--- config.mk ---
export PLATFORM = sky130hd
export DESIGN_NAME = hp_amp_control
export DESIGN_NICKNAME = d
export VERILOG_FILES = /design/src/hdl/hp_amp_control.v /design/src/hdl/i2c_byte_slave.v
export VERILOG_INCLUDE_DIRS = /design/src /design/src/hdl
export SDC_FILE = /design/constraint.sdc
export NUM_CORES = 1
export LEC_CHECK = 0
export ABC_AREA = 1
export CORE_MARGIN = 5
export CORE_UTILIZATION = 60
export CTS_BUF_LIST = sky130_fd_sc_hd__clkbuf_16
export DETAILED_ROUTE_END_ITERATION = 8
export DONT_BUFFER_PORTS = 1
export PLACE_DENSITY = 0.83
export RECOVER_POWER = 100
export SYNTH_ARGS = -nofsm -noshare
export SYNTH_HDL_FRONTEND = slang
export SYNTH_SLANG_ARGS = --single-unit
--- constraint.sdc ---
create_clock -name REF_CLK -period 2.75 [get_ports REF_CLK]
set_clock_uncertainty 0.2 [all_clocks]
set_input_delay 0.275 -clock REF_CLK [delete_from_list [all_inputs] [get_ports REF_CLK]]
set_output_delay 0.275 -clock REF_CLK [all_outputs]
set_load 0.05 [all_outputs]
--- src/hdl/hp_amp_regs.vh ---
// Register map, field positions, reset values and bus constants of the amplifier control bank
`ifndef HP_AMP_REGS_VH
`define HP_AMP_REGS_VH

// *****************************************
// Bus addressing
// *****************************************
`define SLAVE_ADDR_7 7'h60
`define REG_ADDR_ENABLE 8'h01
`define REG_ADDR_VOLUME 8'h02
`define REG_ADDR_FLOAT 8'h03
`define REG_ADDR_INFO 8'h04

// *****************************************
// Field positions
// *****************************************
`define EN_LEFT_BIT 7
`define EN_RIGHT_BIT 6
`define EN_THERMAL_BIT 1
`define EN_POWER_DOWN_BIT 0
`define VOL_MUTE_L_BIT 7
`define VOL_MUTE_R_BIT 6
`define VOL_GAIN_MSB 5
`define VOL_GAIN_LSB 1
`define FLOAT_LEFT_BIT 1
`define FLOAT_RIGHT_BIT 0

// *****************************************
// Reset values and masks
// *****************************************
`define ENABLE_RESET 8'h01
`define VOLUME_RESET 8'hc0
`define FLOAT_RESET 8'h00
`define ENABLE_WMASK 8'hc1
`define VOLUME_WMASK 8'hfe
`define FLOAT_WMASK 8'h03
`define GAIN_UNITY 5'h1b

`endif

--- src/hdl/hp_amp_control.v ---
// Headphone amplifier control register bank behind an I2C slave
// Operation
// - I2C slave giving read access to every register, write access to all but info.
// - 7-bit address; C0h writes, C1h reads; master sends these.
// - Registers at 1h enable, 2h volume, 3h float, 4h info.
// - Enable bits 7 left, 6 right; reset to 0, disabled.
// - Enable bit 1 thermal flag: sticky, cleared by read, resets 0.
// - Enable bit 0 software power down, read-write, resets to 1.
// - Power down turns off buck, charge pump and both outputs.
// - Entering or leaving power down changes no register contents.
// - Register access continues during power down.
// - Volume bits 7 and 6 mute left and right; reset to 1.
// - Volume bits 5:1 hold gain code, reset 0; 27 is 0 dB.
// - Float bits 1 left, 0 right set high impedance; reset 0.
// - Info register read-only: supplier code bits 7:6, version bits 3:0.
// - Overtemperature detector forces shutdown and sets the thermal flag.
`timescale 1ns/1ps
`default_nettype none
`include "hp_amp_regs.vh"

module hp_amp_control
#(
	// Identity codes; values are arbitrary
	parameter [1:0] SUPPLIER_CODE = 2'h2,
	parameter [3:0] VERSION_CODE = 4'h5
)
(
	// Clock and reset
	input wire REF_CLK,
	input wire SYS_RST,
	// I2C pins
	input wire SCL_IN,
	input wire SDA_IN,
	output wire SDA_OUT,
	output reg SDA_OE,
	// Overtemperature detector level
	input wire OVER_TEMP,
	// Analog controls
	output reg BUCK_ON,
	output reg CHARGE_PUMP_ON,
	output reg LEFT_OUTPUT_PIN_DRIVE,
	output reg RIGHT_OUTPUT_PIN_DRIVE,
	output reg LEFT_MUTE,
	output reg RIGHT_MUTE,
	output reg LEFT_OUTPUT_FLOAT,
	output reg RIGHT_OUTPUT_FLOAT,
	output reg [4:0] GAIN_CODE,
	output reg GAIN_IS_UNITY
);

	localparam ST_IDLE = 2'd0;
	localparam ST_ADDR = 2'd1;
	localparam ST_REG = 2'd2;
	localparam ST_DATA = 2'd3;

	// *****************************************
	// Register state
	// *****************************************
	reg left_channel_enable;
	reg right_channel_enable;
	reg sticky_clear_on_read;
	reg software_power_down;
	reg [7:0] volume;
	reg left_output_float;
	reg right_output_float;
	reg [7:0] reg_ptr;
	reg [1:0] state;
	reg read_mode;
	reg ack_byte;
	reg [1:0] next_state;

	wire start_seen;
	wire stop_seen;
	wire byte_valid;
	wire [7:0] byte_data;
	wire tx_load;
	wire sda_oe_int;
	wire write_strobe;

	function [7:0] read_reg;
		input [7:0] addr;
		begin
			case (addr)
				`REG_ADDR_ENABLE: read_reg = {left_channel_enable, right_channel_enable,
					4'h0, sticky_clear_on_read, software_power_down};
				`REG_ADDR_VOLUME: read_reg = volume & `VOLUME_WMASK;
				`REG_ADDR_FLOAT: read_reg = {6'h00, left_output_float, right_output_float};
				`REG_ADDR_INFO: read_reg = {SUPPLIER_CODE, 2'h0, VERSION_CODE};
				default: read_reg = 8'h00;
			endcase
		end
	endfunction

	// Pointer advance after each data byte
	function [7:0] ptr_step;
		input [7:0] ptr;
		begin
			ptr_step = ptr + 8'h01;
		end
	endfunction

	// Buck, pump and both amplifiers share one power condition
	function run_allowed;
		input power_down;
		input hot;
		begin
			run_allowed = ~power_down & ~hot;
		end
	endfunction

	wire [7:0] tx_data = read_reg(reg_ptr);

	i2c_byte_slave u_bits
	(
		.clk(REF_CLK),
		.rst(SYS_RST),
		.scl_in(SCL_IN),
		.sda_in(SDA_IN),
		.sda_oe(sda_oe_int),
		.start_seen(start_seen),
		.stop_seen(stop_seen),
		.byte_valid(byte_valid),
		.byte_data(byte_data),
		.ack_byte(ack_byte),
		.tx_data(tx_data),
		.tx_mode(read_mode),
		.tx_load(tx_load)
	);

	// Open-drain: only ever pull low
	assign SDA_OUT = 1'b0;

	// *****************************************
	// Transfer sequencing
	// *****************************************
	always @*
	begin
		next_state = state;
		ack_byte = 1'b0;
		case (state)
			ST_ADDR: ack_byte = (byte_data[7:1] == `SLAVE_ADDR_7);
			ST_REG: ack_byte = 1'b1;
			ST_DATA: ack_byte = 1'b1;
			default: ack_byte = 1'b0;
		endcase
		if (start_seen)
			next_state = ST_ADDR;
		else if (stop_seen)
			next_state = ST_IDLE;
		else if (byte_valid)
		begin
			case (state)
				ST_ADDR: next_state = !ack_byte ? ST_IDLE
					: (byte_data[0] ? ST_DATA : ST_REG);
				ST_REG: next_state = ST_DATA;
				ST_DATA: next_state = ST_DATA;
				default: next_state = ST_IDLE;
			endcase
		end
	end

	// *****************************************
	// Transfer control
	// *****************************************
	always @(posedge REF_CLK)
	begin
		if (SYS_RST)
		begin
			state <= ST_IDLE;
			read_mode <= 1'b0;
		end
		else
		begin
			state <= next_state;
			if (start_seen)
				read_mode <= 1'b0;
			else if (byte_valid && state == ST_ADDR && ack_byte)
				read_mode <= byte_data[0];
		end
	end

	// *****************************************
	// Register pointer
	// *****************************************
	// Not cleared by STOP, so a later access can rely on the last pointer
	assign write_strobe = byte_valid && (state == ST_DATA) && !read_mode;

	always @(posedge REF_CLK)
	begin
		if (SYS_RST)
			reg_ptr <= 8'h00;
		else if (byte_valid && state == ST_REG)
			reg_ptr <= byte_data;
		else if (write_strobe || tx_load)
			reg_ptr <= ptr_step(reg_ptr);
	end

	// *****************************************
	// Control registers
	// *****************************************
	always @(posedge REF_CLK)
	begin
		if (SYS_RST)
		begin
			left_channel_enable <= 1'b0;
			right_channel_enable <= 1'b0;
			software_power_down <= 1'b1;
			volume <= `VOLUME_RESET;
			left_output_float <= 1'b0;
			right_output_float <= 1'b0;
		end
		// Power down is never consulted, so accesses and contents carry through it
		else if (write_strobe)
		begin
			// Only bits 7, 6 and 0 are taken, so enables follow the written value and the thermal flag is not written
			case (reg_ptr)
				`REG_ADDR_ENABLE:
				begin
					left_channel_enable <= byte_data[`EN_LEFT_BIT];
					right_channel_enable <= byte_data[`EN_RIGHT_BIT];
					software_power_down <= byte_data[`EN_POWER_DOWN_BIT];
				end
				`REG_ADDR_VOLUME: volume <= byte_data & `VOLUME_WMASK;
				`REG_ADDR_FLOAT:
				begin
					left_output_float <= byte_data[`FLOAT_LEFT_BIT];
					right_output_float <= byte_data[`FLOAT_RIGHT_BIT];
				end
				default: ;
			endcase
		end
	end

	// *****************************************
	// Thermal status flag
	// *****************************************
	// Cleared only once the enable byte is loaded for sending, so that read
	// still returns the set flag; set wins over the clear
	always @(posedge REF_CLK)
	begin
		if (SYS_RST)
			sticky_clear_on_read <= 1'b0;
		else if (OVER_TEMP)
			sticky_clear_on_read <= 1'b1;
		else if (tx_load && reg_ptr == `REG_ADDR_ENABLE)
			sticky_clear_on_read <= 1'b0;
	end

	// *****************************************
	// Bus pin
	// *****************************************
	always @(posedge REF_CLK)
	begin
		if (SYS_RST)
			SDA_OE <= 1'b0;
		else
			SDA_OE <= sda_oe_int;
	end

	// *****************************************
	// Power controls
	// *****************************************
	// Detector level acts at once, so a hot die loses power even mid-transfer
	always @(posedge REF_CLK)
	begin
		if (SYS_RST)
		begin
			BUCK_ON <= 1'b0;
			CHARGE_PUMP_ON <= 1'b0;
			LEFT_OUTPUT_PIN_DRIVE <= 1'b0;
			RIGHT_OUTPUT_PIN_DRIVE <= 1'b0;
		end
		else
		begin
			BUCK_ON <= run_allowed(software_power_down, OVER_TEMP);
			CHARGE_PUMP_ON <= run_allowed(software_power_down, OVER_TEMP);
			LEFT_OUTPUT_PIN_DRIVE <= left_channel_enable
				& run_allowed(software_power_down, OVER_TEMP);
			RIGHT_OUTPUT_PIN_DRIVE <= right_channel_enable
				& run_allowed(software_power_down, OVER_TEMP);
		end
	end

	// *****************************************
	// Channel settings
	// *****************************************
	// Mute and float ignore power state; the analog side lays them over the drive
	always @(posedge REF_CLK)
	begin
		if (SYS_RST)
		begin
			LEFT_MUTE <= 1'b1;
			RIGHT_MUTE <= 1'b1;
			LEFT_OUTPUT_FLOAT <= 1'b0;
			RIGHT_OUTPUT_FLOAT <= 1'b0;
			GAIN_CODE <= 5'h00;
			GAIN_IS_UNITY <= 1'b0;
		end
		else
		begin
			LEFT_MUTE <= volume[`VOL_MUTE_L_BIT];
			RIGHT_MUTE <= volume[`VOL_MUTE_R_BIT];
			LEFT_OUTPUT_FLOAT <= left_output_float;
			RIGHT_OUTPUT_FLOAT <= right_output_float;
			GAIN_CODE <= volume[`VOL_GAIN_MSB:`VOL_GAIN_LSB];
			GAIN_IS_UNITY <= (volume[`VOL_GAIN_MSB:`VOL_GAIN_LSB] == `GAIN_UNITY);
		end
	end

endmodule // hp_amp_control

`default_nettype wire

--- src/hdl/i2c_byte_slave.v ---
// Bit-level I2C slave engine: start/stop detect, byte shifting, acknowledge and SDA drive
`timescale 1ns/1ps
`default_nettype none

module i2c_byte_slave
(
	input wire clk,
	input wire rst,
	// Bus pins, sampled synchronously
	input wire scl_in,
	input wire sda_in,
	output reg sda_oe,
	// Byte events toward the register file
	output reg start_seen,
	output reg stop_seen,
	output reg byte_valid,
	output reg [7:0] byte_data,
	input wire ack_byte,
	input wire [7:0] tx_data,
	input wire tx_mode,
	output reg tx_load
);

	reg scl_q;
	reg sda_q;
	reg [3:0] bit_cnt;
	reg [7:0] shift;
	reg in_ack;
	reg ack_drive;
	reg active;
	reg master_nack;
	reg sending;

	wire scl_rise = scl_in & ~scl_q;
	wire scl_fall = ~scl_in & scl_q;

	always @(posedge clk)
	begin
		if (rst)
		begin
			scl_q <= 1'b1;
			sda_q <= 1'b1;
			bit_cnt <= 4'h0;
			shift <= 8'h00;
			in_ack <= 1'b0;
			ack_drive <= 1'b0;
			active <= 1'b0;
			master_nack <= 1'b0;
			sending <= 1'b0;
			sda_oe <= 1'b0;
			start_seen <= 1'b0;
			stop_seen <= 1'b0;
			byte_valid <= 1'b0;
			byte_data <= 8'h00;
			tx_load <= 1'b0;
		end
		else
		begin
			scl_q <= scl_in;
			sda_q <= sda_in;
			start_seen <= 1'b0;
			stop_seen <= 1'b0;
			byte_valid <= 1'b0;
			tx_load <= 1'b0;
			if (scl_in && scl_q && sda_q && !sda_in)
			begin
				// Start or repeated start
				start_seen <= 1'b1;
				sending <= 1'b0;
				active <= 1'b1;
				bit_cnt <= 4'h0;
				in_ack <= 1'b0;
				sda_oe <= 1'b0;
			end
			else if (scl_in && scl_q && !sda_q && sda_in)
			begin
				stop_seen <= 1'b1;
				active <= 1'b0;
				sda_oe <= 1'b0;
			end
			else if (active && scl_rise)
			begin
				if (in_ack)
					master_nack <= sda_in;
				else
				begin
					shift <= {shift[6:0], sda_in};
					bit_cnt <= bit_cnt + 4'h1;
					if (bit_cnt == 4'h7)
					begin
						byte_valid <= 1'b1;
						byte_data <= {shift[6:0], sda_in};
					end
				end
			end
			else if (active && scl_fall)
			begin
				if (!in_ack && bit_cnt == 4'h8)
				begin
					// Enter acknowledge slot
					in_ack <= 1'b1;
					// A read address byte is still ours to acknowledge
					ack_drive <= (tx_mode && sending) ? 1'b0 : ack_byte;
					sda_oe <= (tx_mode && sending) ? 1'b0 : ack_byte;
				end
				else if (in_ack)
				begin
					in_ack <= 1'b0;
					bit_cnt <= 4'h0;
					if (tx_mode && !master_nack)
					begin
						tx_load <= 1'b1;
						sending <= 1'b1;
						shift <= tx_data;
						sda_oe <= ~tx_data[7];
					end
					else if (!tx_mode && !ack_drive)
					begin
						active <= 1'b0;
						sda_oe <= 1'b0;
					end
					else
						sda_oe <= 1'b0;
					if (tx_mode && master_nack)
						active <= 1'b0;
				end
				else if (tx_mode)
					sda_oe <= ~shift[7];
			end
		end
	end

endmodule // i2c_byte_slave

`default_nettype wire

==> metrics.txt <==
clock latency on the worst-skew pair 0.33 ns; Resized cells post-CTS 0; average cell area after synthesis 7.45 um2; final core occ 67.3%; Sink Count 70; actual slew at the worst max-slew pin 0.950 ns; first-pass GRT wire length 11,700 um; maximum VDD drop 470 uV; DR vias/cell 5.56; Max stage delay on crit path 0.43 ns; outcome finished clean; max-slew violations 0; top post-synthesis cells by area dfxtp_1 (46%), nand2_1 (7.7%), o21ai_0 (7.4%); Clock transition at path regs 0.05 ns; Max-Cap Viols 0; PortBufs 0; count leader, synth dfxtp_1; row cnt 26; minimum clock period 2.34 ns; Initial Utilization 60.7%; post-synthesis cell area 0.00304 mm2; CTS Root Cell clkbuf_16; fraction of registers with async set/reset 0%; CP most frequent cell inv_1; setup TNS 0 ns; crit path capture type flip-flop; hold_sp SCL_IN; RR Startpoint u_bits.scl_q; Area after DPL 0.00306 mm2; Yosys top cell by area dfxtp_1; post-synth cell types 34; crit share post-route 85.1%; total DRC errors in the routed layout 0; Hold WC Path Type in2reg; initial antenna violation count 0; Area Overhead vs Synth 11.0%; worst path buffer plus inverter count 2; Die H 81.2 um; worst-path cell chain inv_1, nand3_1, inv_1, ha_1, nand2_4, o21ai_0, nor2_1; fmax 427 MHz; grt ovf 0; Die X 81.2 um; DRT antenna net count 0; I/O Pins 21; antenna fix cells 0; post-synthesis sequential area ratio 46.1%; Yosys warnings 0; gr usage total 23.5%; CP Max Fanout 17; number of global-route vias before repair 2,573; synthesized netlist net count 420; final hold violation count 0; top cells by count, synth dfxtp_1 (70), nand2_1 (62), inv_1 (55); Setup-failing EPs final 0; register-to-register setup slack 0.41 ns; Synth Register Bits 70; Reg2Reg Depth 7; startpoint type of the worst setup path flip-flop; largest net degree at the start of global routing 36; Worst path slowest cell nand3_1; number of synthesized flops with an enable pin 0; CTS H-tree depth 3; area of the die 0.00659 mm2; Core ar. 0.00501 mm2; Total Wirelength 6970 um; FF-to-FF End u_bits.bit_cnt[2]; CTS buffer count 9; RSZ-0062 raised after global routing no; ys flop type dfxtp_1; post-layout instance area 0.00337 mm2; Hold Path End u_bits.start_seen; Post-Layout Cell Count 487; placer congestion estimate 0.891; share of Yosys cell area claimed by the top area cell type 46.1%; CTS tree built; deepest clock path buffer count 2; detailed placer's ending HPWL 4910 um; CP delay by family, top simple AND/OR/NAND/NOR gates; Power Dens Cells 631 mW/mm2; 1st-pass router iterations 5; Fillers 422; Mapped Cells 408; via count 2,710; Arr. time, crit path 2.34 ns; critical path required time 2.75 ns; share of cells above drive strength 1 7.19%; Cells on Worst Hold Path 4; drt first-iter violations 240; dpl cells 467; crit path kind reg2reg; WL/cell 14.3 um; Final #Nets 424; Slew HR 36.4%; Lkg Pwr 1.34 nW
-- metrics by stage --
step	total power [mW]	hold WS [ns]	setup WS, ns
2_1_floorplan	1.08	0.159	1.06
3_3_place_gp	1.08	0.152	0.759
3_5_place_dp	1.08	0.155	0.690
4_1_cts	2.13	0.0125	0.497
5_1_grt	2.19	0.0303	0.201
6_report	2.13	0.0225	0.409
-- cell usage in the layout (no fill, tap or decap), types with 2 or more instances in the layout --
cell type	n
dfxtp_1	70
nand2_1	63
inv_1	56
o21ai_0	50
nor2_1	48
a21oi_1	39
nand3_1	13
nor3_1	11
clkbuf_16	9
ha_1	7
nand4_1	6
nor2_4	4
o211ai_1	4
dlygate4sd3_1	4
nor2_2	3
a31oi_1	3
clkinvlp_4	3
inv_2	2
a211oi_1	2
nor4_1	2
o21ai_1	2
clkinv_2	2
-- flip-flops by register name, indices dropped and copies added, names as in the netlist, 2 cells and up --
register and count:
u_bits.shift 8, u_bits.bit_cnt 4, reg_ptr 8, state 2, u_bits.byte_data 8, GAIN_CODE 5
volume 7
-- routing by layer --
| layer | wire length (um) | track usage [%] | up-vias |
|---|---|---|---|
| met3 | 412 | 7.32 | 18 |
| met4 | 151 | 10.6 | 2 |
| met2 | 3470 | 39.4 | 93 |
| li1 | - | - | 1349 |
| met5 | 15 | 0 | - |
| met1 | 2920 | 27.5 | 1248 |
-- worst register-to-register path, stage by stage (launching register included) --
cell and delay, ns:
dfxtp_1 0.36, inv_1 0.05, nand3_1 0.43, inv_1 0.20
ha_1 0.37, nand2_4 0.09, o21ai_0 0.41, nor2_1 0.10
-- power by group --
| part | internal [mW] | switching [mW] | total, mW |
|---|---|---|---|
| clock network | 0.610 | 0.446 | 1.06 |
| registers | 1.02 | 0.00331 | 1.02 |
| logic | 0.0135 | 0.0344 | 0.0479 |
-- worst max-delay path by stage --
stage          cells past startpoint    startpoint                   end
5_1_grt                            7  u_bits.scl_q     u_bits.bit_cnt[3]
3_5_place_dp                       7  u_bits.scl_q     u_bits.bit_cnt[2]
6_report                           7  u_bits.scl_q     u_bits.bit_cnt[2]
2_1_floorplan                      7  u_bits.scl_q     u_bits.bit_cnt[1]
3_3_place_gp                       7  u_bits.scl_q     u_bits.bit_cnt[1]
4_1_cts                            5       SYS_RST  right_channel_enable
-- layout make-up --
type / count / area (um2) / area share (%)
Sequential cell: 70 / 1400 / 41.6
Multi-Input combinational cell: 267 / 1340 / 39.7
Inverter: 59 / 221 / 6.57
Clock buffer: 9 / 225 / 6.68
Tap cell: 70 / 87.6 / 2.60
Clock inverter: 7 / 50.0 / 1.48
Timing Repair Buffer: 5 / 47.5 / 1.41
-- kinds of logic (layout without fill, tap and decap cells) --
logic type,after synthesis,in the layout,synth area share [%]
AOI/OAI and AO/OA,104,104,18.3
adders and majority gates,7,7,2.88
and+or+nand+nor,153,153,22.4
xor gates and xnor gates,2,2,0.576
other,1,1,0.123
buffers and inverters,71,80,9.59
DFF,70,70,46.1
-- repair_timing --
action                                  in CTS  in global routing
setup buffers                                0                  0
endpoints found under the setup margin       0                  0
hold buffers                                 4                  0
endpoints found under the hold margin       32                  0
Power figures use the tool's default switching activity.
